<file path="config.mk">
export PLATFORM = sky130hd
export DESIGN_NAME = lbsf_seq
export DESIGN_NICKNAME = d
export VERILOG_FILES = /design/src/lbsf_pkg.sv /design/src/lbsf_osc_div.sv /design/src/lbsf_seq.sv
export SDC_FILE = /design/constraint.sdc
export NUM_CORES = 1
export LEC_CHECK = 0
export CAP_MARGIN = 20
export CELL_PAD_IN_SITES_DETAIL_PLACEMENT = 0
export CELL_PAD_IN_SITES_GLOBAL_PLACEMENT = 2
export CORE_UTILIZATION = 30
export CTS_BUF_LIST = sky130_fd_sc_hd__clkbuf_2 sky130_fd_sc_hd__clkbuf_4 sky130_fd_sc_hd__clkbuf_8
export DETAILED_ROUTE_END_ITERATION = 8
export DONT_BUFFER_PORTS = 1
export GPL_ROUTABILITY_DRIVEN = 1
export PLACE_DENSITY_LB_ADDON = 0.1
export SETUP_SLACK_MARGIN = 0.05
export SYNTH_ARGS = -nofsm -noshare
export SYNTH_HDL_FRONTEND = slang
export SYNTH_HIERARCHICAL = 1
export SYNTH_SLANG_ARGS = --single-unit
</file>
<file path="constraint.sdc">
create_clock -name I_SYS_CLK -period 7.5 [get_ports I_SYS_CLK]
set_clock_uncertainty 0.1 [all_clocks]
set_input_delay 0.75 -clock I_SYS_CLK [delete_from_list [all_inputs] [get_ports I_SYS_CLK]]
set_output_delay 0.75 -clock I_SYS_CLK [all_outputs]
set_load 0.01 [all_outputs]
</file>
<file path="src/lbsf_pkg.sv">
// Package for the LED boost start-up and fault sequencer
package lbsf_pkg;
	localparam int unsigned CLK_HZ          = 250_000_000;
	localparam int unsigned SW_FREQ_HZ      = 600_000;
	localparam int unsigned OSC_DIV         = CLK_HZ / SW_FREQ_HZ;
	// Long-low time in tenths of a millisecond
	localparam int unsigned SHDN_LOW_US10   = 25;
	localparam int unsigned SHDN_CYC        =
		SHDN_LOW_US10 * (CLK_HZ / 10_000);
	localparam int unsigned STEP_US         = 213;
	localparam int unsigned STEP_PER        =
		(STEP_US * (SW_FREQ_HZ / 1000) + 999) / 1000;
	localparam int unsigned HALF_LIM_MS     = 5;
	localparam int unsigned HALF_LIM_PER    =
		HALF_LIM_MS * (SW_FREQ_HZ / 1000);
	localparam int unsigned SS_STEPS        = 32;
	localparam int unsigned OPEN_CNT        = 8;
	localparam logic [4:0]  REF_RST         = 5'h00;
	localparam logic [4:0]  REF_FINAL       = 5'h1f;

	typedef enum logic [1:0] {
		LBSF_OFF,
		LBSF_SOFT,
		LBSF_RUN,
		LBSF_FAULT
	} lbsf_state_t;

	typedef struct packed {
		logic       sw_en;
		logic       half_lim;
		logic       soft_done;
		logic [4:0] ref_step;
	} lbsf_drive_t;
endpackage

</file>
<file path="src/lbsf_osc_div.sv">
// Divider giving the switching-cycle enable pulse
`timescale 1ns/100ps
module lbsf_osc_div #(
	parameter int unsigned DIV = 416
) (
	input  wire logic I_SYS_CLK,  // System clock
	input  wire logic I_RST,      // Synchronous reset
	output logic      o_tick      // One pulse per switching cycle
);
	logic [15:0] cnt_ff;

	always_ff @(posedge I_SYS_CLK) begin
		if (I_RST || cnt_ff == 16'(DIV - 1)) begin
			cnt_ff <= 16'h0000;
		end else begin
			cnt_ff <= cnt_ff + 16'h0001;
		end
	end

	always_ff @(posedge I_SYS_CLK) begin
		if (I_RST) begin
			o_tick <= 1'b0;
		end else begin
			o_tick <= (cnt_ff == 16'(DIV - 1));
		end
	end
endmodule

</file>
<file path="src/lbsf_seq.sv">
// Start-up, shutdown and open-LED fault sequencer of a boost LED driver
// Operation
// - The control pin enables the device when high and also carries dimming.
// - A control low held longer than 2.5 ms puts the device in shutdown.
// - In shutdown the power switch never switches.
// - After enable the reference rises in 32 steps of 213 us each.
// - For 5 ms after the ramp starts the switch limit is half.
// - Overvoltage with low feedback for 8 switching cycles trips shutdown.
// - After an open-LED trip only a toggle of the control pin re-enables.
// - Switching runs at 600 kHz, one sequencing count per period.
`timescale 1ns/100ps
module lbsf_seq #(
	parameter int unsigned SHDN_CYC = lbsf_pkg::SHDN_CYC,
	parameter int unsigned STEP_PER = lbsf_pkg::STEP_PER,
	parameter int unsigned HALF_PER = lbsf_pkg::HALF_LIM_PER
) (
	input  wire logic       I_SYS_CLK,    // 250 MHz clock
	input  wire logic       I_RST,        // Synchronous reset, active high
	input  wire logic       I_CTRL,       // Control pin, async
	input  wire logic       I_OVP_CMP,    // Inductor_node overvoltage, async
	input  wire logic       I_FDBK_LOW_CMP, // Feedback_sense below half
	output logic            O_SW_EN,      // Power switch may switch
	output logic            O_HALF_LIM,   // Half current limit selected
	output logic [4:0]      O_REF_STEP,   // Reference step 0..31
	output logic            O_SOFT_DONE,  // Soft start finished
	output logic            O_FAULT,      // Open-LED latch
	output logic            O_SW_TICK     // Switching period pulse, only while the switch is enabled
);
	logic                 ctrl_m_ff, ctrl_ff, ctrl_d_ff;
	logic                 ovp_m_ff, ovp_ff, fbl_m_ff, fbl_ff;
	logic                 tick;
	logic [20:0]          low_cnt_ff;
	logic                 shdn_ff;
	lbsf_pkg::lbsf_state_t state_ff, nxt_state;
	logic [7:0]           step_cnt_ff;
	logic [4:0]           ref_ff;
	logic [11:0]          half_cnt_ff;
	logic [3:0]           open_cnt_ff;
	logic                 rise;
	logic                 trip;
	lbsf_pkg::lbsf_drive_t drv;

	// Two-stage synchronisers
	always_ff @(posedge I_SYS_CLK) begin
		if (I_RST) begin
			ctrl_m_ff <= 1'b0;
			ctrl_ff   <= 1'b0;
			ovp_m_ff  <= 1'b0;
			ovp_ff    <= 1'b0;
			fbl_m_ff  <= 1'b0;
			fbl_ff    <= 1'b0;
		end else begin
			ctrl_m_ff <= I_CTRL;
			ctrl_ff   <= ctrl_m_ff;
			ovp_m_ff  <= I_OVP_CMP;
			ovp_ff    <= ovp_m_ff;
			fbl_m_ff  <= I_FDBK_LOW_CMP;
			fbl_ff    <= fbl_m_ff;
		end
	end

	always_ff @(posedge I_SYS_CLK) begin
		if (I_RST) begin
			ctrl_d_ff <= 1'b0;
		end else begin
			ctrl_d_ff <= ctrl_ff;
		end
	end

	assign rise = ctrl_ff && !ctrl_d_ff;

	lbsf_osc_div #(
		.DIV (lbsf_pkg::OSC_DIV)
	) u_div (
		.I_SYS_CLK (I_SYS_CLK),
		.I_RST     (I_RST),
		.o_tick    (tick)
	);

	// Long-low detector
	always_ff @(posedge I_SYS_CLK) begin
		if (I_RST || ctrl_ff) begin
			low_cnt_ff <= 21'h000000;
			shdn_ff    <= I_RST;
		end else if (low_cnt_ff == 21'(SHDN_CYC)) begin
			shdn_ff    <= 1'b1;
		end else begin
			low_cnt_ff <= low_cnt_ff + 21'h000001;
		end
	end

	// Open-LED persistence counter
	assign trip = (open_cnt_ff == 4'(lbsf_pkg::OPEN_CNT - 1)) && tick
		&& ovp_ff && fbl_ff;
	always_ff @(posedge I_SYS_CLK) begin
		if (I_RST || !(ovp_ff && fbl_ff) || !O_SW_EN) begin
			open_cnt_ff <= 4'h0;
		end else if (tick && !trip) begin
			open_cnt_ff <= open_cnt_ff + 4'h1;
		end
	end

	always_comb begin
		nxt_state = state_ff;
		unique case (state_ff)
			lbsf_pkg::LBSF_OFF:
				if (ctrl_ff && !shdn_ff) nxt_state = lbsf_pkg::LBSF_SOFT;
			lbsf_pkg::LBSF_SOFT, lbsf_pkg::LBSF_RUN: begin
				// A trip wins over a long low so the fault is latched
				if (trip) begin
					nxt_state = lbsf_pkg::LBSF_FAULT;
				end else if (shdn_ff) begin
					nxt_state = lbsf_pkg::LBSF_OFF;
				end else if (state_ff == lbsf_pkg::LBSF_SOFT && tick
					&& ref_ff == lbsf_pkg::REF_FINAL
					&& step_cnt_ff == 8'(STEP_PER - 1)) begin
					nxt_state = lbsf_pkg::LBSF_RUN;
				end
			end
			lbsf_pkg::LBSF_FAULT:
				if (rise) nxt_state = lbsf_pkg::LBSF_SOFT;
		endcase
	end

	always_ff @(posedge I_SYS_CLK) begin
		if (I_RST) begin
			state_ff <= lbsf_pkg::LBSF_OFF;
		end else begin
			state_ff <= nxt_state;
		end
	end

	// Reference ramp, 32 steps
	always_ff @(posedge I_SYS_CLK) begin
		if (I_RST || state_ff != lbsf_pkg::LBSF_SOFT
			|| nxt_state != lbsf_pkg::LBSF_SOFT) begin
			step_cnt_ff <= 8'h00;
			ref_ff      <= (nxt_state == lbsf_pkg::LBSF_RUN) ?
				lbsf_pkg::REF_FINAL : lbsf_pkg::REF_RST;
		end else if (tick) begin
			if (step_cnt_ff == 8'(STEP_PER - 1)) begin
				step_cnt_ff <= 8'h00;
				ref_ff      <= ref_ff + 5'h01;
			end else begin
				step_cnt_ff <= step_cnt_ff + 8'h01;
			end
		end
	end

	// Half current limit window
	always_ff @(posedge I_SYS_CLK) begin
		if (I_RST || state_ff == lbsf_pkg::LBSF_OFF
			|| state_ff == lbsf_pkg::LBSF_FAULT) begin
			half_cnt_ff <= 12'h000;
		end else if (tick && half_cnt_ff != 12'(HALF_PER)) begin
			half_cnt_ff <= half_cnt_ff + 12'h001;
		end
	end

	always_comb begin
		drv.sw_en     = (state_ff == lbsf_pkg::LBSF_SOFT
			|| state_ff == lbsf_pkg::LBSF_RUN) && !trip;
		drv.half_lim  = drv.sw_en && half_cnt_ff != 12'(HALF_PER);
		drv.soft_done = state_ff == lbsf_pkg::LBSF_RUN;
		drv.ref_step  = ref_ff;
	end

	always_ff @(posedge I_SYS_CLK) begin
		if (I_RST) begin
			O_SW_EN     <= 1'b0;
			O_HALF_LIM  <= 1'b0;
			O_SOFT_DONE <= 1'b0;
			O_REF_STEP  <= lbsf_pkg::REF_RST;
			O_FAULT     <= 1'b0;
			O_SW_TICK   <= 1'b0;
		end else begin
			O_SW_EN     <= drv.sw_en;
			O_HALF_LIM  <= drv.half_lim;
			O_SOFT_DONE <= drv.soft_done;
			O_REF_STEP  <= drv.ref_step;
			O_FAULT     <= state_ff == lbsf_pkg::LBSF_FAULT;
			O_SW_TICK   <= tick && drv.sw_en;
		end
	end
endmodule

</file>
==> metrics.md, run 1 <==
| Metric | Value |
|---|---|
| CTS Sinks | `87` |
| Die Y | `115 µm` |
| HPWL Detailed | `5.02 mm` |
| Max Transition Viols Final | `0` |
| Max-slew headroom | `44.5%` |
| Clock transition at the registers of the reported paths | `0.09 ns` |
| Maximum vdd drop | `0.0822 mV` |
| Synth top cells by count | `81 x dfxtp_1, 70 x nor2_1, 33 x xor2_1` |
| Clock tree root buffer cell | `clkbuf_8` |
| CTS tree | `built` |
| Switching Power | `195 µW` |
| Syn_nets | `421` |
| Setup bufs post-CTS | `0` |
| Switching Share | `22.6%` |
| Run status | `finished, final reports clean` |
| Drt pass-1 iters | `4` |
| Top FF cell, synth | `dfxtp_1` |
| Comb pwr share | `3.6%` |
| Synth Cell Area | `0.00381 mm²` |
| Leakage | `0.00143 µW` |
| Netlist cell types | `47` |
| Via-per-instance ratio | `4.53` |
| Placed inst area | `0.00395 mm²` |
| Top-count cell post-synth | `dfxtp_1` |
| Cell row count | `40` |
| Cells after synthesis | `403` |
| Origin of the critical flop-to-flop path | `ref_ff[0]$_DFFE_PP_` |
| Area growth syn-to-layout | `9.05%` |
| Antenna violations before repair | `0` |
| Vias in the first global route | `2,618` |
| Power per cell area | `207 mW/mm²` |
| Buf/Inv on CP | `0` |
| Crit-path leading delay family | `simple AND/OR/NAND/NOR gates` |
| Required time worst endpoint | `7.45 ns` |
| CP Launch Type | `flip-flop` |
| # port buffers | `0` |
| Most common cell on crit path | `ha_1` |
| Filler instances | `1,311` |
| Actual slew at the worst max-slew pin | `0.825 ns` |
| CP max stage cell | `or4b_4` |
| RSZ-0062 raised after global routing | `false` |
| Top cell type's share of synthesized area | `42.5%` |
| I/O pins | `15` |
| Total global-route track usage | `12.5%` |
| Pint | `667 µW` |
| Yosys top cell by area | `dfxtp_1` |
| Clock power frac | `40.5%` |
| Top cells by area, synth | `dfxtp_1 43%, xor2_1 7.6%, nor2_1 6.9%, xnor2_1 5.1%, edfxtp_1 4.7%` |
| Number of remaining DRC errors | `0` |
| Die W | `115 µm` |
| Worst path max stage delay | `0.53 ns` |
| Iter 0 DRT Violations | `123` |
| R2r endpoint | `ref_ff[1]$_DFFE_PP_` |
| Critical Path Source | `ref_ff[0]$_DFFE_PP_` |
| Post-route cell area | `0.00416 mm²` |
| Routability cong. | `0.738` |
| Mean Syn Cell Area | `9.47 µm²` |
| Async SR Flop Fraction | `0%` |
| Overall Power | `861 µW` |
| Resized Gates After CTS | `0` |
| Reg2Reg Depth | `8` |
| Starting Density | `31.2%` |
| Worst-path maximum fanout | `14` |
| Ys Warns | `6` |
| Clk_lat worst skew | `0.36 ns` |
| Fmax | `0.357 GHz` |
| Largest net degree at the start of global routing | `24` |
| TNS Setup | `0 ns` |
| Worst setup path category | `reg2reg` |
| Post-place setup slack | `4.70 ns` |
| First-pass GRT wire length | `12.7 mm` |
| Total wire length | `7.29 mm` |
| Number of CTS-inserted buffers | `9` |
| Worst-path cell chain | `ha_1 -> and3_1 -> ha_1 -> nand2_1 -> or4b_4 -> a221oi_2 -> or4_4 -> nand2b_1` |
| Number of flops mapped to enable cells by yosys | `6` |
| Die footprint | `0.0132 mm²` |
| Gr ovfl total | `0` |
| FF+latch count, synth | `87` |
| Maxcap violations | `0` |
| Crit. path cell count | `8` |
| Post-route ant nets | `0` |
| Core area | `0.0122 mm²` |
| Final period utilization | `37.3%` |
| Avg WL per Cell | `12.6 µm` |
| Setup Viol. Count Final | `0` |
| Hold crit path type | `in2reg` |
| Final WS setup | `4.70 ns` |
| CTS H-Tree Depth | `3` |
| Deepest clock path buffer count | `2` |
| Post-CTS Hold Buffers | `0` |
| Sequential fraction of the synthesis area | `47.2%` |
| N_diodes | `0` |
| # nets final | `422` |
| Via Count | `2,613` |
| Reg2Reg Setup Slack | `4.70 ns` |
| Fin Hold WS | `0.344 ns` |
| CP Capture Type | `flip-flop` |
| Critical Path AT | `2.75 ns` |
| Final Hold Fails | `0` |
| Hold_sp | `I_RST` |
| Share of cells above drive strength 1 | `7.58%` |
| Crit path time final | `2.80 ns` |
| Seq pwr share | `55.9%` |
| Worst Setup EP | `ref_ff[1]$_DFFE_PP_` |
| WHS Path Cells | `1` |
-- worst reg2reg max path: stages, from the launching register on --
cell,delay (ns)
edfxtp_1,0.42
ha_1,0.20
and3_1,0.16
ha_1,0.13
nand2_1,0.05
or4b_4,0.53
a221oi_2,0.33
or4_4,0.29
nand2b_1,0.27
-- placed cells by master (no fill, tap or decap), types with 2 or more instances in the layout --
| master | netlist | final |
|---|---|---|
| a21oi_1 | 7 | 7 |
| and3_1 | 9 | 9 |
| and4_1 | 4 | 4 |
| clkbuf_4 | 0 | 2 |
| clkbuf_8 | 0 | 11 |
| dfxtp_1 | 81 | 81 |
| edfxtp_1 | 6 | 6 |
| ha_1 | 13 | 13 |
| inv_1 | 14 | 14 |
| mux2i_1 | 4 | 4 |
| nand2_1 | 25 | 25 |
| nand2b_1 | 8 | 8 |
| nand3_1 | 24 | 24 |
| nand4_1 | 13 | 13 |
| nor2_1 | 70 | 70 |
| nor2b_1 | 14 | 14 |
| nor3_1 | 6 | 6 |
| nor3b_1 | 2 | 2 |
| nor4_1 | 5 | 5 |
| nor4_2 | 4 | 4 |
| o21ai_0 | 5 | 5 |
| o21ai_1 | 2 | 2 |
| or2_2 | 2 | 2 |
| or3_1 | 2 | 2 |
| xnor2_1 | 22 | 22 |
| xor2_1 | 33 | 33 |
-- final cells by class --
class                           count  area [µm²]  area share (%)
Inverter                           14        52.6            1.26
Clock buffer                       13         166            4.00
Tap cell                          168         210            5.05
Multi-Input combinational cell    292        1890            45.4
Sequential cell                    87        1800            43.3
Clock inverter                      3        42.5            1.02
-- cells by family (layout without fill, tap and decap cells) --
group	after synthesis	in the layout	synth area share (%)
xor gates and xnor gates	55	55	12.6
buffers and inverters	24	30	3.31
adders and majority gates	13	13	4.26
AOI/OAI and AO/OA	20	20	3.54
and+or+nand+nor	200	200	28.0
muxes	4	4	1.05
DFF	87	87	47.2
-- stage by stage --
step                      std cells  util, %
after global routing            577     34.1
after CTS                       577     34.1
after detailed placement        561     32.4
after global placement          561     32.4
after floorplan                 403        -
final                           577     34.1
-- metal layers --
layer / wire, µm / global-route usage (%) / vias up / part of all wire (%)
met4: 54 / 4.42 / 0 / 0.74
li1: - / - / 1361 / -
met1: 3620 / 15.3 / 1228 / 50
met3: 245 / 5.06 / 4 / 3.4
met2: 3380 / 20.0 / 20 / 46
met5: 0 / 0 / - / 0
-- power groups by stage --
stage,Combinational [µW],Clock [µW],Sequential [µW]
6_report,30.7,349,482
5_1_grt,35.1,386,483
4_1_cts,31.4,368,482
3_5_place_dp,31.3,0,493
3_3_place_gp,31.7,0,493
2_1_floorplan,28.7,0,491
-- registers in the layout (all words and copies together), names as in the netlist, 2 cells and up --
name and flops:
state_ff 2, low_cnt_ff 21, step_cnt_ff 8, O_REF_STEP 5, open_cnt_ff 4, ref_ff 5, u_div/cnt_ff 16, half_cnt_ff 12
-- worst min-delay path by stage --
stage | endpoint | slack [ns]
detailed placement | ovp_ff$_SDFF_PP0_ | 0.33
global placement | ovp_ff$_SDFF_PP0_ | 0.34
floorplan | ctrl_ff$_SDFF_PP0_ | 0.31
global route | O_SOFT_DONE$_SDFF_PP0_ | 0.30
CTS | O_SOFT_DONE$_SDFF_PP0_ | 0.31
finish | O_SOFT_DONE$_SDFF_PP0_ | 0.34
Note: power is estimated with default switching activity, not from simulation.
==> run 2, diff against run 1 <==
Clock period 7.5 ns to 2.3 ns, I/O delays scaled along.
==> run 2 against run 1 <==
  * The run now ends with negative setup slack left
  * Non-clock buffer count increased by 25
  * Largest power group unchanged
  * Power increased to 3.2 times the previous value
  * Maximum frequency increased by 17%
  * Critical path depth unchanged
  * Flip-flop and latch count unchanged
  * Combinational power increased to 4.5 times the previous value
  * Setup slack got worse by 4.8 ns
==> metrics.md, run 2 (same netlist as run 1, synthesis figures left out) <==
| Metric | Value |
|---|---|
| Run status | `finished with violations` |
| Failing checks | `negative setup slack` |
| HPWL Detailed | `5.11 mm (+1.8%)` |
| Share of cells above drive strength 1 | `14.1% (+6.5 points)` |
| R2r endpoint | `ref_ff[3]$_DFFE_PP_` |
| Filler instances | `1,279 (-2.4%)` |
| FF/Latch Area | `0.00180 mm² (unchanged)` |
| Crit. path cell count | `8 (unchanged)` |
| Final WS setup | `-0.101 ns (-4.80 ns)` |
| Largest net degree at the start of global routing | `22 (-8.3%)` |
| Largest reg by FF count | `low_cnt_ff` |
| Area growth syn-to-layout | `15.3%` |
| Origin of the critical flop-to-flop path | `ref_ff[1]$_DFFE_PP_` |
| CP max stage cell | `or4b_4` |
| CTS Sinks | `87 (unchanged)` |
| Most common cell after layout, fill and taps aside | `dfxtp_1` |
| N_diodes | `0 (unchanged)` |
| Drt pass-1 iters | `4 (unchanged)` |
| Number of remaining DRC errors | `0 (unchanged)` |
| Fmax | `0.417 GHz (+17%)` |
| # nets final | `447 (+5.9%)` |
| Antenna violations before repair | `0 (unchanged)` |
| CTS tree | `built` |
| Worst-path maximum fanout | `6 (-8)` |
| Gr ovfl total | `0 (unchanged)` |
| Cell row count | `40 (unchanged)` |
| Multi-input gate area | `0.00195 mm² (+3.2%)` |
| CP Capture Type | `flip-flop` |
| Critical Path AT | `2.40 ns (-0.35 ns)` |
| Clock tree root buffer cell | `clkbuf_8` |
| Post-route cell area | `0.00440 mm² (+5.7%)` |
| Worst Setup EP | `ref_ff[3]$_DFFE_PP_` |
| RSZ-0062 raised after global routing | `true` |
| Worst-path cell chain | `ha_2 -> and3_4 -> ha_4 -> nand2_2 -> or4b_4 -> a221oi_4 -> or4_4 -> nand2b_4` |
| # port buffers | `0 (unchanged)` |
| Required time worst endpoint | `2.30 ns (-5.15 ns)` |
| Via Count | `2,703 (+3.4%)` |
| Total global-route track usage | `13.2% (+0.71 points)` |
| Crit-path leading delay family | `simple AND/OR/NAND/NOR gates` |
| Max-slew headroom | `44.5% (about the same)` |
| Total wire length | `7.62 mm (+4.4%)` |
| Biggest regs | `low_cnt_ff x21, u_div/cnt_ff x16, half_cnt_ff x12` |
| Placed inst area | `0.00410 mm² (+3.7%)` |
| CTS H-Tree Depth | `3 (unchanged)` |
| Worst path max stage delay | `0.52 ns (about the same)` |
| Core area | `0.0122 mm² (unchanged)` |
| Routability cong. | `0.719 (-2.6%)` |
| Buf/Inv on CP | `0 (unchanged)` |
| Power per cell area | `633 mW/mm² (+210%)` |
| Clk_lat worst skew | `0.38 ns (+0.02 ns)` |
| Leakage | `0.00157 µW (+10%)` |
| Hold crit path type | `in2reg` |
| First-pass GRT wire length | `13.1 mm (+3.5%)` |
| Clock transition at the registers of the reported paths | `0.09 ns (about the same)` |
| Maximum vdd drop | `0.371 mV (+350%)` |
| Number of CTS-inserted buffers | `9 (unchanged)` |
| Reg2Reg Setup Slack | `-0.10 ns (-4.80 ns)` |
| Actual slew at the worst max-slew pin | `0.829 ns (+0.00429 ns)` |
| Setup Viol. Count Final | `10 (+10)` |
| I/O pins | `15 (unchanged)` |
| Deepest clock path buffer count | `2 (unchanged)` |
| Max Transition Viols Final | `0 (unchanged)` |
| Critical Path Source | `ref_ff[1]$_DFFE_PP_` |
| Iter 0 DRT Violations | `67 (-46%)` |
| Post-route ant nets | `0 (unchanged)` |
| Avg WL per Cell | `12.6 µm (about the same)` |
| Worst setup path category | `reg2reg` |
| Die footprint | `0.0132 mm² (unchanged)` |
| CP Launch Type | `flip-flop` |
| Vias in the first global route | `2,713 (+3.6%)` |
| Crit path time final | `2.40 ns (-0.400 ns)` |
| Final period utilization | `104% (+67 points)` |
| Most frequent cells in the layout | `81 x dfxtp_1, 70 x nor2_1, 33 x xor2_1` |
| Starting Density | `31.2% (unchanged)` |
| Die Y | `115 µm (unchanged)` |
| TNS Setup | `-0.753 ns (-0.753 ns)` |
| Maxcap violations | `0 (unchanged)` |
| Reg2Reg Depth | `8 (unchanged)` |
| Die W | `115 µm (unchanged)` |
| Via-per-instance ratio | `4.49 (-0.85%)` |
| Final Hold Fails | `0 (unchanged)` |
| Largest register FFs | `21 (unchanged)` |
## run 2: cell count changes in the layout (fill, tap and decap cells not counted), moves of 2 or more
cell           delta
buf_4            +21
clkbuf_8          -2
o21ai_2           +2
ha_1              -2
clkinv_2          +3
dlygate4sd3_1     +4
o21ai_0           -2
## run 2: worst reg2reg max path, cell delays in order (launching register included)
cell,delay (ns)
edfxtp_1,0.37
ha_2,0.18
and3_4,0.18
ha_4,0.12
nand2_2,0.04
or4b_4,0.52
a221oi_4,0.25
or4_4,0.20
nand2b_4,0.16
## run 2: worst min path at each step
stage                      from                          end  cells after the start
after floorplan           I_RST      u_div/o_tick$_SDFF_PP0_                      1
after global placement    I_RST          fbl_m_ff$_SDFF_PP0_                      1
after detailed placement  I_RST           O_FAULT$_SDFF_PP0_                      1
after CTS                 I_RST  u_div/cnt_ff[15]$_SDFF_PP0_                      3
after global routing      I_RST   u_div/cnt_ff[1]$_SDFF_PP0_                      3
final                     I_RST  u_div/cnt_ff[15]$_SDFF_PP0_                      3
## run 2: routing by layer
| metal | vias to the layer above | wire length, µm | track usage (%) |
|---|---|---|---|
| met5 | - | 0 | 0 |
| met4 | 0 | 160 | 7.01 |
| met3 | 9 | 211 | 4.32 |
| met2 | 19 | 3540 | 21.6 |
| met1 | 1265 | 3710 | 15.6 |
| li1 | 1410 | - | - |
## run 2: where the power goes
| part | switching, µW | internal [µW] | total, µW |
|---|---|---|---|
| clock network | 558 | 519 | 1080 |
| registers | 23.5 | 1550 | 1570 |
| logic | 72.6 | 64.3 | 137 |
| total | 654 | 2130 | 2780 |
## run 2: area by class of cell
class	count	area share, %
clock inverters	5	1.14
multi-input cells	292	44.3
well taps	168	4.78
flip-flops and latches	87	41.0
clock buffers	11	3.16
inverters	14	1.19
repair buffers	25	4.50
## run 2: metrics by stage
| step | hold WS (ns) | power [µW] | cells | setup slack, ns | utilization (%) |
|---|---|---|---|---|---|
| CTS | 0.129 | 2850 | 602 | -0.112 | 35.8 |
| finish | 0.147 | 2780 | 602 | -0.101 | 36.0 |
| floorplan | 0.202 | 1690 | 403 | -0.0674 | - |
| global placement | 0.206 | 1730 | 579 | -0.0542 | 33.5 |
| detailed placement | 0.209 | 1720 | 579 | -0.0988 | 33.5 |
| global route | 0.166 | 2930 | 602 | -0.196 | 36.0 |
## run 2: timing repair
action,CTS,global route
hold buffers,4,0
endpoints found under the setup margin,18,18
endpoints found under the hold margin,21,0
pin swaps,0,1
gates resized for setup,5,7
setup buffers,3,1
